===== config.mk =====
export PLATFORM = sky130hd
export DESIGN_NAME = sstp_top
export DESIGN_NICKNAME = d
export VERILOG_FILES = /design/src/include/sstp_pkg.sv /design/src/rtl/sstp_top.sv /design/src/rtl/sstp_sync.sv /design/src/rtl/sstp_mc_timer.sv
export SDC_FILE = /design/constraint.sdc
export NUM_CORES = 1
export LEC_CHECK = 0
export BUFFER_PORTS_ARGS = -buffer_cell sky130_fd_sc_hd__buf_2
export CORE_MARGIN = 1
export CORE_UTILIZATION = 47
export CTS_CLUSTER_SIZE = 12
export DETAILED_ROUTE_END_ITERATION = 10
export HOLD_SLACK_MARGIN = 0.05
export PLACE_DENSITY_LB_ADDON = 0.3
export SETUP_SLACK_MARGIN = 0.02
export SLEW_MARGIN = 40
export SYNTH_ARGS = -nofsm -noshare
export SYNTH_HDL_FRONTEND = slang
export SYNTH_SLANG_ARGS = --single-unit

===== constraint.sdc =====
create_clock -name I_SYS_CLK -period 2.4 [get_ports I_SYS_CLK]
set_clock_uncertainty 0.05 [all_clocks]
set_input_delay 0.24 -clock I_SYS_CLK [delete_from_list [all_inputs] [get_ports I_SYS_CLK]]
set_output_delay 0.24 -clock I_SYS_CLK [all_outputs]
set_load 0.1 [all_outputs]

===== src/include/sstp_pkg.sv =====
`default_nettype none

package sstp_pkg;

   // widths
   localparam int ADDR_W  = 16;
   localparam int DATA_W  = 32;
   localparam int PORT_W  = 8;
   localparam int CNT_W   = PORT_W - 1;
   localparam int TIMER_W = 10;
   localparam int PRE_W   = 7;

   // register indices; byte address is four times the index
   localparam logic [ADDR_W-1:0] IDX_DATA = 16'h1700;
   localparam logic [ADDR_W-1:0] IDX_DIR  = 16'h1701;
   localparam logic [ADDR_W-1:0] IDX_CTRL = 16'h1702;
   localparam logic [ADDR_W-1:0] IDX_STAT = 16'h1703;

   localparam logic [ADDR_W-1:0] ADDR_DATA = {IDX_DATA[ADDR_W-3:0], 2'b00};
   localparam logic [ADDR_W-1:0] ADDR_DIR  = {IDX_DIR[ADDR_W-3:0], 2'b00};
   localparam logic [ADDR_W-1:0] ADDR_CTRL = {IDX_CTRL[ADDR_W-3:0], 2'b00};
   localparam logic [ADDR_W-1:0] ADDR_STAT = {IDX_STAT[ADDR_W-3:0], 2'b00};

   // reset and fixed values
   localparam logic [PORT_W-1:0] DATA_RST = 8'h00;
   localparam logic [PORT_W-1:0] DIR_RST  = 8'h00;
   localparam logic [PORT_W-1:0] DIR_TONE = 8'h01;
   localparam logic [DATA_W-1:0] RD_ZERO  = 32'h0000_0000;

   // field positions
   localparam int CTRL_RUN_BIT  = 0;
   localparam int STAT_BUSY_BIT = 8;
   localparam int STAT_DIRW_BIT = 9;

   // machine cycle derived from the system clock
   localparam int CLK_PERIOD_NS = 10;
   localparam int MCYCLE_NS     = 1000;
   localparam int CLKS_PER_MC   = (MCYCLE_NS + CLK_PERIOD_NS - 1) / CLK_PERIOD_NS;
   localparam logic [PRE_W-1:0] PRE_LAST = PRE_W'(CLKS_PER_MC - 1);

   // machine cycles per step of the tone loop
   localparam logic [TIMER_W-1:0] MC_INIT   = 10'h006;
   localparam logic [TIMER_W-1:0] MC_TOGGLE = 10'h006;
   localparam logic [TIMER_W-1:0] MC_READ   = 10'h004;
   localparam logic [TIMER_W-1:0] MC_PREP   = 10'h006;
   localparam logic [TIMER_W-1:0] MC_PASS   = 10'h005;
   localparam logic [TIMER_W-1:0] MC_EXIT   = 10'h004;
   localparam logic [TIMER_W-1:0] MC_BRANCH = 10'h003;

   // full period in machine cycles: base plus step per count
   localparam int TONE_BASE_MC = 46;
   localparam int TONE_STEP_MC = 10;

   typedef enum logic [2:0] {
      S_IDLE,
      S_INIT,
      S_TOGGLE,
      S_READ,
      S_PREP,
      S_DELAY,
      S_BRANCH
   } sstp_state_t;

endpackage : sstp_pkg

`default_nettype wire


===== src/rtl/sstp_top.sv =====
`default_nettype none

module sstp_top (
   // clock and reset
   input  wire logic                            I_SYS_CLK,
   input  wire logic                            I_RST_N,
   // apb slave
   input  wire logic                            I_PSEL,
   input  wire logic                            I_PENABLE,
   input  wire logic                            I_PWRITE,
   input  wire logic [sstp_pkg::ADDR_W-1:0]     I_PADDR,
   input  wire logic [sstp_pkg::DATA_W-1:0]     I_PWDATA,
   output logic                                 O_PREADY,
   output logic      [sstp_pkg::DATA_W-1:0]     O_PRDATA,
   output logic                                 O_PSLVERR,
   // port pins
   input  wire logic [sstp_pkg::PORT_W-1:0]     I_PORT_PIN,
   output logic      [sstp_pkg::PORT_W-1:0]     O_PORT_PIN,
   output logic      [sstp_pkg::PORT_W-1:0]     O_PORT_OE
);

   import sstp_pkg::*;

   logic [PORT_W-1:0]  pin_q;
   logic [PORT_W-1:0]  pin_inv;

   logic [PRE_W-1:0]   pre_q;
   logic [PRE_W-1:0]   pre_d;
   logic               mtick;

   logic               acc;
   logic               wr_fire;
   logic               sel_data;
   logic               sel_dir;
   logic               sel_ctrl;
   logic               sel_stat;
   logic               sel_any;
   logic               pready_q;
   logic               pready_d;
   logic               pslverr_q;
   logic               pslverr_d;
   logic [DATA_W-1:0]  prdata_q;
   logic [DATA_W-1:0]  prdata_d;
   logic               run_q;
   logic               run_d;

   sstp_state_t        st_q;
   sstp_state_t        st_d;
   logic [PORT_W-1:0]  data_q;
   logic [PORT_W-1:0]  data_d;
   logic [PORT_W-1:0]  dir_q;
   logic [PORT_W-1:0]  dir_d;
   logic [CNT_W-1:0]   cnt_q;
   logic [CNT_W-1:0]   cnt_d;
   logic               dirw_q;
   logic               dirw_d;
   logic               toggle;
   logic               sample;
   logic               t_load;
   logic [TIMER_W-1:0] t_len;
   logic               t_done;
   logic [TIMER_W-1:0] dly_len;

   logic [TIMER_W-1:0] mc_since_q;
   logic [TIMER_W-1:0] st_ticks_q;
   logic               have_prev_q;

   // pin levels cross into the clock domain
   sstp_sync #(
      .W (PORT_W)
   ) u_sync (
      .i_clk   (I_SYS_CLK),
      .i_rst_n (I_RST_N),
      .i_d     (I_PORT_PIN),
      .o_q     (pin_q)
   );

   sstp_mc_timer #(
      .W (TIMER_W)
   ) u_timer (
      .i_clk   (I_SYS_CLK),
      .i_rst_n (I_RST_N),
      .i_load  (t_load),
      .i_len   (t_len),
      .i_tick  (mtick),
      .o_done  (t_done)
   );

   // machine cycle tick from the system clock
   always_comb begin
      mtick = (pre_q == PRE_LAST);
      pre_d = mtick ? '0 : pre_q + 1'b1;
   end

   always_ff @(posedge I_SYS_CLK) begin
      if (!I_RST_N) begin
         pre_q <= '0;
      end else begin
         pre_q <= pre_d;
      end
   end

   // apb decode and answer
   always_comb begin
      acc      = I_PSEL && I_PENABLE;
      wr_fire  = acc && pready_q && I_PWRITE;
      sel_data = (I_PADDR == ADDR_DATA);
      sel_dir  = (I_PADDR == ADDR_DIR);
      sel_ctrl = (I_PADDR == ADDR_CTRL);
      sel_stat = (I_PADDR == ADDR_STAT);
      sel_any  = sel_data || sel_dir || sel_ctrl || sel_stat;
      pready_d  = acc && !pready_q;
      pslverr_d = acc && !pready_q && !sel_any;
      prdata_d  = RD_ZERO;
      run_d     = run_q;
      if (acc && !pready_q && !I_PWRITE) begin
         if (sel_data) begin
            prdata_d[PORT_W-1:0] = pin_q;
         end else if (sel_dir) begin
            prdata_d[PORT_W-1:0] = dir_q;
         end else if (sel_ctrl) begin
            prdata_d[CTRL_RUN_BIT] = run_q;
         end else if (sel_stat) begin
            prdata_d[CNT_W-1:0]     = cnt_q;
            prdata_d[STAT_BUSY_BIT] = (st_q != S_IDLE);
            prdata_d[STAT_DIRW_BIT] = dirw_q;
         end
      end
      if (wr_fire && sel_ctrl) begin
         run_d = I_PWDATA[CTRL_RUN_BIT];
      end
   end

   always_ff @(posedge I_SYS_CLK) begin
      if (!I_RST_N) begin
         pready_q  <= 1'b0;
         pslverr_q <= 1'b0;
         prdata_q  <= RD_ZERO;
         run_q     <= 1'b0;
      end else begin
         pready_q  <= pready_d;
         pslverr_q <= pslverr_d;
         prdata_q  <= prdata_d;
         run_q     <= run_d;
      end
   end

   // tone sequencer: set direction, then toggle, read, delay, branch
   always_comb begin
      pin_inv = ~pin_q;
      dly_len = MC_PASS * TIMER_W'(cnt_q) + MC_EXIT;
      st_d    = st_q;
      data_d  = data_q;
      dir_d   = dir_q;
      cnt_d   = cnt_q;
      dirw_d  = dirw_q;
      toggle  = 1'b0;
      sample  = 1'b0;
      t_load  = 1'b0;
      t_len   = MC_TOGGLE;
      if (!run_q) begin
         st_d   = S_IDLE;
         dirw_d = 1'b0;
      end else begin
         case (st_q)
            S_IDLE: begin
               st_d   = S_INIT;
               t_load = 1'b1;
               t_len  = MC_INIT;
            end
            S_INIT: begin
               if (t_done) begin
                  dir_d  = DIR_TONE;
                  dirw_d = 1'b1;
                  st_d   = S_TOGGLE;
                  t_load = 1'b1;
                  t_len  = MC_TOGGLE;
               end
            end
            S_TOGGLE: begin
               if (t_done) begin
                  toggle = 1'b1;
                  data_d = pin_q + 1'b1;
                  st_d   = S_READ;
                  t_load = 1'b1;
                  t_len  = MC_READ;
               end
            end
            S_READ: begin
               if (t_done) begin
                  sample = 1'b1;
                  cnt_d  = CNT_W'(pin_inv >> 1);
                  st_d   = S_PREP;
                  t_load = 1'b1;
                  t_len  = MC_PREP;
               end
            end
            S_PREP: begin
               if (t_done) begin
                  st_d   = S_DELAY;
                  t_load = 1'b1;
                  t_len  = dly_len;
               end
            end
            S_DELAY: begin
               if (t_done) begin
                  st_d   = S_BRANCH;
                  t_load = 1'b1;
                  t_len  = MC_BRANCH;
               end
            end
            S_BRANCH: begin
               if (t_done) begin
                  st_d   = S_TOGGLE;
                  t_load = 1'b1;
                  t_len  = MC_TOGGLE;
               end
            end
            default: begin
               st_d = S_IDLE;
            end
         endcase
      end
      // software writes win over the sequencer in the same cycle
      if (wr_fire && sel_data) begin
         data_d = I_PWDATA[PORT_W-1:0];
      end
      if (wr_fire && sel_dir) begin
         dir_d = I_PWDATA[PORT_W-1:0];
      end
   end

   always_ff @(posedge I_SYS_CLK) begin
      if (!I_RST_N) begin
         st_q   <= S_IDLE;
         data_q <= DATA_RST;
         dir_q  <= DIR_RST;
         cnt_q  <= '0;
         dirw_q <= 1'b0;
      end else begin
         st_q   <= st_d;
         data_q <= data_d;
         dir_q  <= dir_d;
         cnt_q  <= cnt_d;
         dirw_q <= dirw_d;
      end
   end

   // outputs straight from flops
   always_comb begin
      O_PREADY   = pready_q;
      O_PSLVERR  = pslverr_q;
      O_PRDATA   = prdata_q;
      O_PORT_PIN = data_q;
      O_PORT_OE  = dir_q;
   end

   // cycle counters watched by the checks below
   always_ff @(posedge I_SYS_CLK) begin
      if (!I_RST_N) begin
         mc_since_q  <= '0;
         st_ticks_q  <= '0;
         have_prev_q <= 1'b0;
      end else begin
         if (toggle) begin
            mc_since_q <= '0;
         end else if (mtick) begin
            mc_since_q <= mc_since_q + 1'b1;
         end
         if (t_load) begin
            st_ticks_q <= '0;
         end else if (mtick) begin
            st_ticks_q <= st_ticks_q + 1'b1;
         end
         have_prev_q <= run_q && (have_prev_q || toggle);
      end
   end

   property p_dir_write;
      @(posedge I_SYS_CLK) disable iff (!I_RST_N)
      (wr_fire && sel_dir) |=> (O_PORT_OE == $past(I_PWDATA[PORT_W-1:0]));
   endproperty
   a_dir_write: assert property (p_dir_write)
      else $error("pin enables do not follow direction write");

   property p_dir_init;
      @(posedge I_SYS_CLK) disable iff (!I_RST_N)
      (st_q == S_INIT && t_done && !(wr_fire && sel_dir)) |=>
         (O_PORT_OE == DIR_TONE) && (st_q == S_TOGGLE);
   endproperty
   a_dir_init: assert property (p_dir_init)
      else $error("initial direction not set to pin 0 output");

   property p_data_read;
      @(posedge I_SYS_CLK) disable iff (!I_RST_N)
      (acc && !I_PWRITE && sel_data && !pready_q) |=>
         (O_PREADY && O_PRDATA == DATA_W'($past(pin_q)));
   endproperty
   a_data_read: assert property (p_data_read)
      else $error("data read does not return pin levels");

   property p_toggle;
      @(posedge I_SYS_CLK) disable iff (!I_RST_N)
      (toggle && !(wr_fire && sel_data)) |=> (O_PORT_PIN[0] == !$past(pin_q[0]));
   endproperty
   a_toggle: assert property (p_toggle)
      else $error("tone pin not inverted on toggle");

   property p_msb;
      @(posedge I_SYS_CLK) disable iff (!I_RST_N)
      sample |=> (cnt_q[CNT_W-1] == !$past(pin_q[PORT_W-1])) &&
                 (cnt_q[0] == !$past(pin_q[1]));
   endproperty
   a_msb: assert property (p_msb)
      else $error("switch bit order wrong");

   property p_closed;
      @(posedge I_SYS_CLK) disable iff (!I_RST_N)
      (sample && pin_q[PORT_W-1:1] == '0) |=> (cnt_q == '1);
   endproperty
   a_closed: assert property (p_closed)
      else $error("closed switches do not read as one");

   property p_count;
      @(posedge I_SYS_CLK) disable iff (!I_RST_N)
      sample |=> (cnt_q == ~$past(pin_q[PORT_W-1:1]));
   endproperty
   a_count: assert property (p_count)
      else $error("switch count is not shifted complement");

   property p_tick;
      @(posedge I_SYS_CLK) disable iff (!I_RST_N)
      mtick |=> !mtick [*8];
   endproperty
   a_tick: assert property (p_tick)
      else $error("machine cycle tick too frequent");

   property p_half;
      @(posedge I_SYS_CLK) disable iff (!I_RST_N)
      (toggle && have_prev_q) |->
         (2 * (int'(mc_since_q) + 1) == TONE_BASE_MC + TONE_STEP_MC * int'(cnt_q));
   endproperty
   a_half: assert property (p_half)
      else $error("half period does not match switch count");

   property p_delay;
      @(posedge I_SYS_CLK) disable iff (!I_RST_N)
      (st_q == S_DELAY && t_done && run_q) |->
         (int'(st_ticks_q) + 1 == int'(MC_PASS) * int'(cnt_q) + int'(MC_EXIT));
   endproperty
   a_delay: assert property (p_delay)
      else $error("delay loop length wrong");

   property p_order;
      @(posedge I_SYS_CLK) disable iff (!I_RST_N)
      toggle |-> dirw_q ##1 (st_q == S_READ);
   endproperty
   a_order: assert property (p_order)
      else $error("toggle before direction set");

endmodule : sstp_top

`default_nettype wire


===== src/rtl/sstp_sync.sv =====
`default_nettype none

module sstp_sync #(
   parameter int W = 8
) (
   // clock and reset
   input  wire logic         i_clk,
   input  wire logic         i_rst_n,
   // levels
   input  wire logic [W-1:0] i_d,
   output logic      [W-1:0] o_q
);

   logic [W-1:0] meta_q;

   // two flops per pin; first stage feeds only the second
   for (genvar b = 0; b < W; b++) begin : g_bit
      always_ff @(posedge i_clk) begin
         if (!i_rst_n) begin
            meta_q[b] <= 1'b0;
            o_q[b]    <= 1'b0;
         end else begin
            meta_q[b] <= i_d[b];
            o_q[b]    <= meta_q[b];
         end
      end
   end

endmodule : sstp_sync

`default_nettype wire


===== src/rtl/sstp_mc_timer.sv =====
`default_nettype none

module sstp_mc_timer #(
   parameter int W = 10
) (
   // clock and reset
   input  wire logic         i_clk,
   input  wire logic         i_rst_n,
   // control
   input  wire logic         i_load,
   input  wire logic [W-1:0] i_len,
   input  wire logic         i_tick,
   // status
   output logic              o_done
);

   logic [W-1:0] cnt_q;
   logic [W-1:0] cnt_d;

   // done on the tick that ends the loaded number of machine cycles
   always_comb begin
      o_done = i_tick && (cnt_q == W'(1));
      cnt_d  = cnt_q;
      if (i_load) begin
         cnt_d = i_len;
      end else if (i_tick && (cnt_q != '0)) begin
         cnt_d = cnt_q - W'(1);
      end
   end

   always_ff @(posedge i_clk) begin
      if (!i_rst_n) begin
         cnt_q <= '0;
      end else begin
         cnt_q <= cnt_d;
      end
   end

endmodule : sstp_mc_timer

`default_nettype wire


Yosys cells after proc, flatten, opt, wreduce, memory -nomap -nowiden
Cells that the tools add are included.

operators by class
  add/sub/neg operators = 4
  $mul = 1
  eq/ne operators = 17
  muxes and demuxes = 30
  bitwise logic cells = 4
  reduce and logical (&&, ||, !) cells = 38

operators with widths
  kind                                                 number
  two-way mux 8 bit                                    9
  == test 16 x 15 -> 1 bit (second input constant)     4
  two-way mux 10 bit                                   4
  case mux 10 bit (3 select lines)                     1
  two-way mux 3 bit                                    6
  case mux 3 bit (6 select lines)                      1
  two-way mux 7 bit                                    2
  nonzero test 2 bit                                   7
  OR reduction 6 bit                                   2
  logical AND 1 bit                                    11
  adder 10 x 3 -> 10 bit (second input constant)       1
  == test 10 x 1 -> 1 bit (second input constant)      1
  multiplier 3 x 7 -> 10 bit (first input constant)    1
  nonzero test 10 bit                                  1
  subtractor 10 x 1 -> 10 bit (second input constant)  1
  == test 3 bit (second input constant)                3
  AND reduction 3 bit                                  3
  adder 8 x 1 -> 8 bit (second input constant)         1
  != test 2 bit (second input constant)                4
  NOT 8 bit                                            1
  adder 7 x 1 -> 7 bit (second input constant)         1
  == test 7 bit (second input constant)                1
  == test 3 x 2 -> 1 bit (second input constant)       2
  two-way mux 6 bit                                    1
  13 further kinds                                     25

word-level totals
  flip-flop bits (word level) = 95
  input port bits = 61
  output and inout port bits = 50
  logic and storage cells = 123

Longest topological paths before layout
  depth in word-level cells = 6
  gate-level depth with buffers = 11
  depth with buffers taken out = 11

Modules after synthesis
Synthesis repeated with hierarchy kept, for this count alone.

second synthesis, totals
  cells, all modules = 426
  area, all modules = 3862.5 µm²

by module, submodules not included
  module         instances  cells each  area an instance (µm²)  sequential area each (µm²)
  sstp_top       1          320         2752.6                  940.9
  sstp_mc_timer  1          73          663.1                   200.2
  sstp_sync      1          33          446.7                   320.3

Worst setup path before layout
OpenSTA, ideal clock, no wires.

  path kind = flip-flop to flip-flop
  start = reg cnt_q[1]
  end = reg u_timer.cnt_q[9]
  setup time = 70 ps
  data arrival time = 2372 ps
  required time = 2280 ps
  setup slack = -92 ps
  stages on the path, launching flop included = 12
  path buffers = 0
  clock period less this slack = 2492 ps
  cells stage by stage = dfxtp_1 > ha_1 > ha_1 > ha_1 > inv_1 > fa_1 > nor2b_1 > nor3_1 > o21bai_1 > a21oi_1 > or4_1 > a21boi_1

between the ends
  cells in the longest elaborated chain, start to end = 6

ends and longest elaborated chain
  what                              line                 text
  start, declared                   sstp_top.sv:53       logic [CNT_W-1:0] cnt_q;
  start signal, assigned            sstp_top.sv:244      cnt_q <= cnt_d;
  multiplier 3 x 7 -> 10 bit        sstp_top.sv:151      dly_len = MC_PASS * TIMER_W'(cnt_q) + MC_EXIT;
  adder 10 x 3 -> 10 bit            sstp_top.sv:151
  two-way mux 10 bit                sstp_top.sv:199      if (t_done) begin
  case mux 10 bit (3 select lines)  sstp_top.sv:165      case (st_q)
  two-way mux 10 bit                sstp_top.sv:161      if (!run_q) begin
  two-way mux 10 bit                sstp_mc_timer.sv:24  if (i_load) begin
  end signal, assigned              sstp_mc_timer.sv:35  cnt_q <= cnt_d;
  end, declared                     sstp_mc_timer.sv:17  logic [W-1:0] cnt_q;

No other way between the ends.
A chain may end at the register's enable or synchronous reset.

Worst setup path after layout
  start = reg cnt_q[1]
  end = reg u_timer.cnt_q[5]

The elaborated chain is that of the path after synthesis.

==> flow_metrics.tcl <==
set metrics [dict create \
    vias 3276 \
    worstSkewPairLatency_ns 0.34 \
    r2r_end "u_timer.cnt_q[5]" \
    synth_area_um2 3810 \
    instances_no_fill 616 \
    hold_viol 0 \
    crit_buf_inv 3 \
    final_util 0.607 \
    wirelength_um 8550 \
    critPathMostFrequentCell "ha_4" \
    antenna_cells 0 \
    die_x_um 92.0 \
    path_cells "ha_4 -> ha_4 -> ha_4 -> inv_2 -> fa_2 -> buf_4 -> buf_4 -> xor2_1 -> or4_1 -> a21boi_1" \
    synth.distinct_cells 60 \
    firstDrtPassIters 6 \
    n_fill_cell 669 \
    drtIter0Drc 123 \
    critPathSlowestCell "or4_1" \
    synthCells 423 \
    htree_levels 3 \
    met2_length_um 4230 \
    hold_slack_ns 0.0697 \
    wire_per_inst_um 13.9 \
    port_buffers 64 \
    switching_share 0.275 \
    path_class "reg -> reg" \
    cts_root_buf "clkbuf_8" \
    pwr-share-seq 0.501 \
    critPathCapture "u_timer.cnt_q[5]" \
    p_int_uw 1790 \
    synthArstFlopShare 0 \
    path_clk_slew_ns 0.08 \
    ys.flop_type "dfxtp_1" \
    crit_path_max_incr_delay_ns 0.44 \
    critPathMaxFanout 2 \
    final-setup-viol-count 3 \
    syn_to_final_growth_pct 23.9 \
    p_switching_uw 681 \
    maxCapViolCount 0 \
    cts_tree "built" \
    min_path_type "in -> reg" \
    worst_pin_slew_ns 0.496 \
    fmax_ghz 0.405 \
    clockBufferDepth 2 \
    synth_seq_area_share 0.384 \
    cp.arrival_ns 2.70 \
    post-route-period-util 1.03 \
    end_kind "flip-flop" \
    drt-met1-wl_um 3760 \
    antenna_found_initial 0 \
    ir_drop_v 0.000327 \
    nets 592 \
    finalWorstSetupSlack_ns -0.0707 \
    drc 0 \
    drive_gt1_frac 0.278 \
    startpoint "cnt_q[1]" \
    dpl.cell_count 588 \
    cp.depth 10 \
    grt_first_pass_wirelength_um 14100 \
    pre_cts_slack_ns -0.127 \
    rr_startpoint "cnt_q[1]" \
    pwr-share-clk 0.398 \
    power_uw 2480 \
    wl_met3_um 441 \
    dp_hpwl_um 6200 \
    core_area_um2 7770 \
    top_layer "met4" \
    fp-row-count 32 \
    gp_congestion 0.895 \
    cp.required_ns 2.63 \
    reg2reg_slack_ns -0.07 \
    violations "setup timing" \
    grt_usage 0.210 \
    rr_worst_depth 10 \
    power_density_nw_per_um2 525 \
    start_util 0.490 \
    clock_sinks 73 \
    via_per_inst 5.32 \
    ys_top_cells_by_area "dfxtp_1, ha_1, buf_4" \
    ys_warn_count 0 \
    io_pins 111 \
    fin_crit_ns 2.47 \
    ys_seq_elements 73 \
    cp_top_family "adder cells" \
    grt_max_degree 33 \
    cp-start-kind "flip-flop" \
    synth_edf_count 0 \
    cts_buffers 9 \
    ant_nets 0 \
    combPwrFrac 0.101 \
    die-area_um2 8460 \
    rsz0062_at_grt "true" \
    synth.avg_cell_area_um2 9.00 \
    relSlewSlack 0.666 \
    grt_pass1_vias 3096 \
    fp.dieH_um 92.0 \
    synth_top_area_frac 0.384 \
    grt.overflow.total 0 \
    status "complete, but fails checks" \
    maxSlewViolCount 0 \
    leakagePower_uw 0.00212 \
    yosysTopAreaCell "dfxtp_1" \
]
state kept, by name, indices dropped and copies added (netlist names):
signal         cells
st_q               3
O_PSLVERR          1
u_timer.cnt_q     10
O_PREADY           1
O_PORT_PIN         8
cnt_q              7
O_PORT_OE          8
u_sync.o_q         8
pre_q              7
run_q              1
O_PRDATA          10
u_sync.meta_q      8
dirw_q             1
layout make-up:
cell class                 count  area [µm²]  area share
tap                          102         128      0.0271
inverter                       9        33.8     0.00717
sequential                    73        1470       0.312
multi-input combinational    319        2290       0.486
clock inverter                 5        63.8      0.0135
timing repair buffer          97         588       0.125
clock buffer                  11         141      0.0300
layout by cell type (no fill, tap or decap), types with 8 or more instances in the layout:
master / instances
nand2_1: 39
ha_4: 10
conb_1: 22
nor2_1: 30
nor3_1: 8
dfxtp_1: 69
inv_1: 8
and3_1: 9
ha_1: 11
buf_2: 64
dlygate4sd3_1: 8
and2_1: 27
xnor2_1: 12
a21boi_0: 8
nand3_1: 14
a21oi_1: 8
o21ai_0: 18
buf_4: 25
clkbuf_8: 10
cell families (layout without fill, tap and decap cells):
kind of cell	count (synthesis)	after routing	share of synthesized area
other	1	22	0.000985
XOR/XNOR	17	17	0.0391
flip-flops	73	73	0.384
AND/OR/NAND/NOR	172	172	0.251
buffers and inverters	52	122	0.0782
adder cells (fa/ha/maj)	22	22	0.0743
multiplexers	10	10	0.0283
AO/OA/AOI/OAI	76	76	0.144
timing repair:
action	in CTS	in global routing
pin swaps	7	9
endpoints found under the setup margin	4	6
endpoints found under the hold margin	8	0
hold buffers	8	0
resized for setup	12	11
buffers inserted	2	3
power groups by stage:
stage | clock network, µW | registers, µW | logic [µW]
2_1_floorplan | 0 | 1280 | 216
3_3_place_gp | 0 | 1270 | 238
3_5_place_dp | 0 | 1270 | 240
4_1_cts | 1010 | 1240 | 250
5_1_grt | 1060 | 1240 | 264
6_report | 985 | 1240 | 251
stage by stage:
stage / instance area [µm²] / setup TNS [ns]
final: 4710 / -0.182
after global routing: 4710 / -0.501
after CTS: 4630 / -0.0455
after detailed placement: 4260 / -0.246
after global placement: 4260 / -0.0849
after floorplan: 3920 / 0
per-layer routing:
metal,GRT usage,vias up
li1,-,1627
met5,0,-
met2,0.370,112
met3,0.0464,11
met4,0.0599,0
met1,0.254,1526
cell usage after synthesis, drive strengths merged (4+ instances only):
library cell	count
dfxtp	73
nand2	40
buf	32
nor2	30
and2	29
ha	21
o21ai	21
nand3	14
xnor2	12
clkbuf	11
a21boi	10
a21oi	9
and3	9
inv	9
nor3	9
a22o	7
nand4	7
a222oi	6
mux2	6
nor2b	5
o211a	5
xor2	5
mux2i	4
nand3b	4
nor4b	4
o211ai	4
how the worst min path moves through the flow:
stage,startpoint,to,depth (start not counted)
6_report,I_PWDATA[1],O_PORT_OE[1],2
4_1_cts,I_PWDATA[1],O_PORT_OE[1],2
5_1_grt,I_PWDATA[3],O_PORT_OE[3],2
2_1_floorplan,I_PWDATA[1],O_PORT_OE[1],1
3_5_place_dp,u_sync.meta_q[4],u_sync.o_q[4],1
3_3_place_gp,u_sync.meta_q[6],u_sync.o_q[6],1
(Power assumes the default switching activity.)
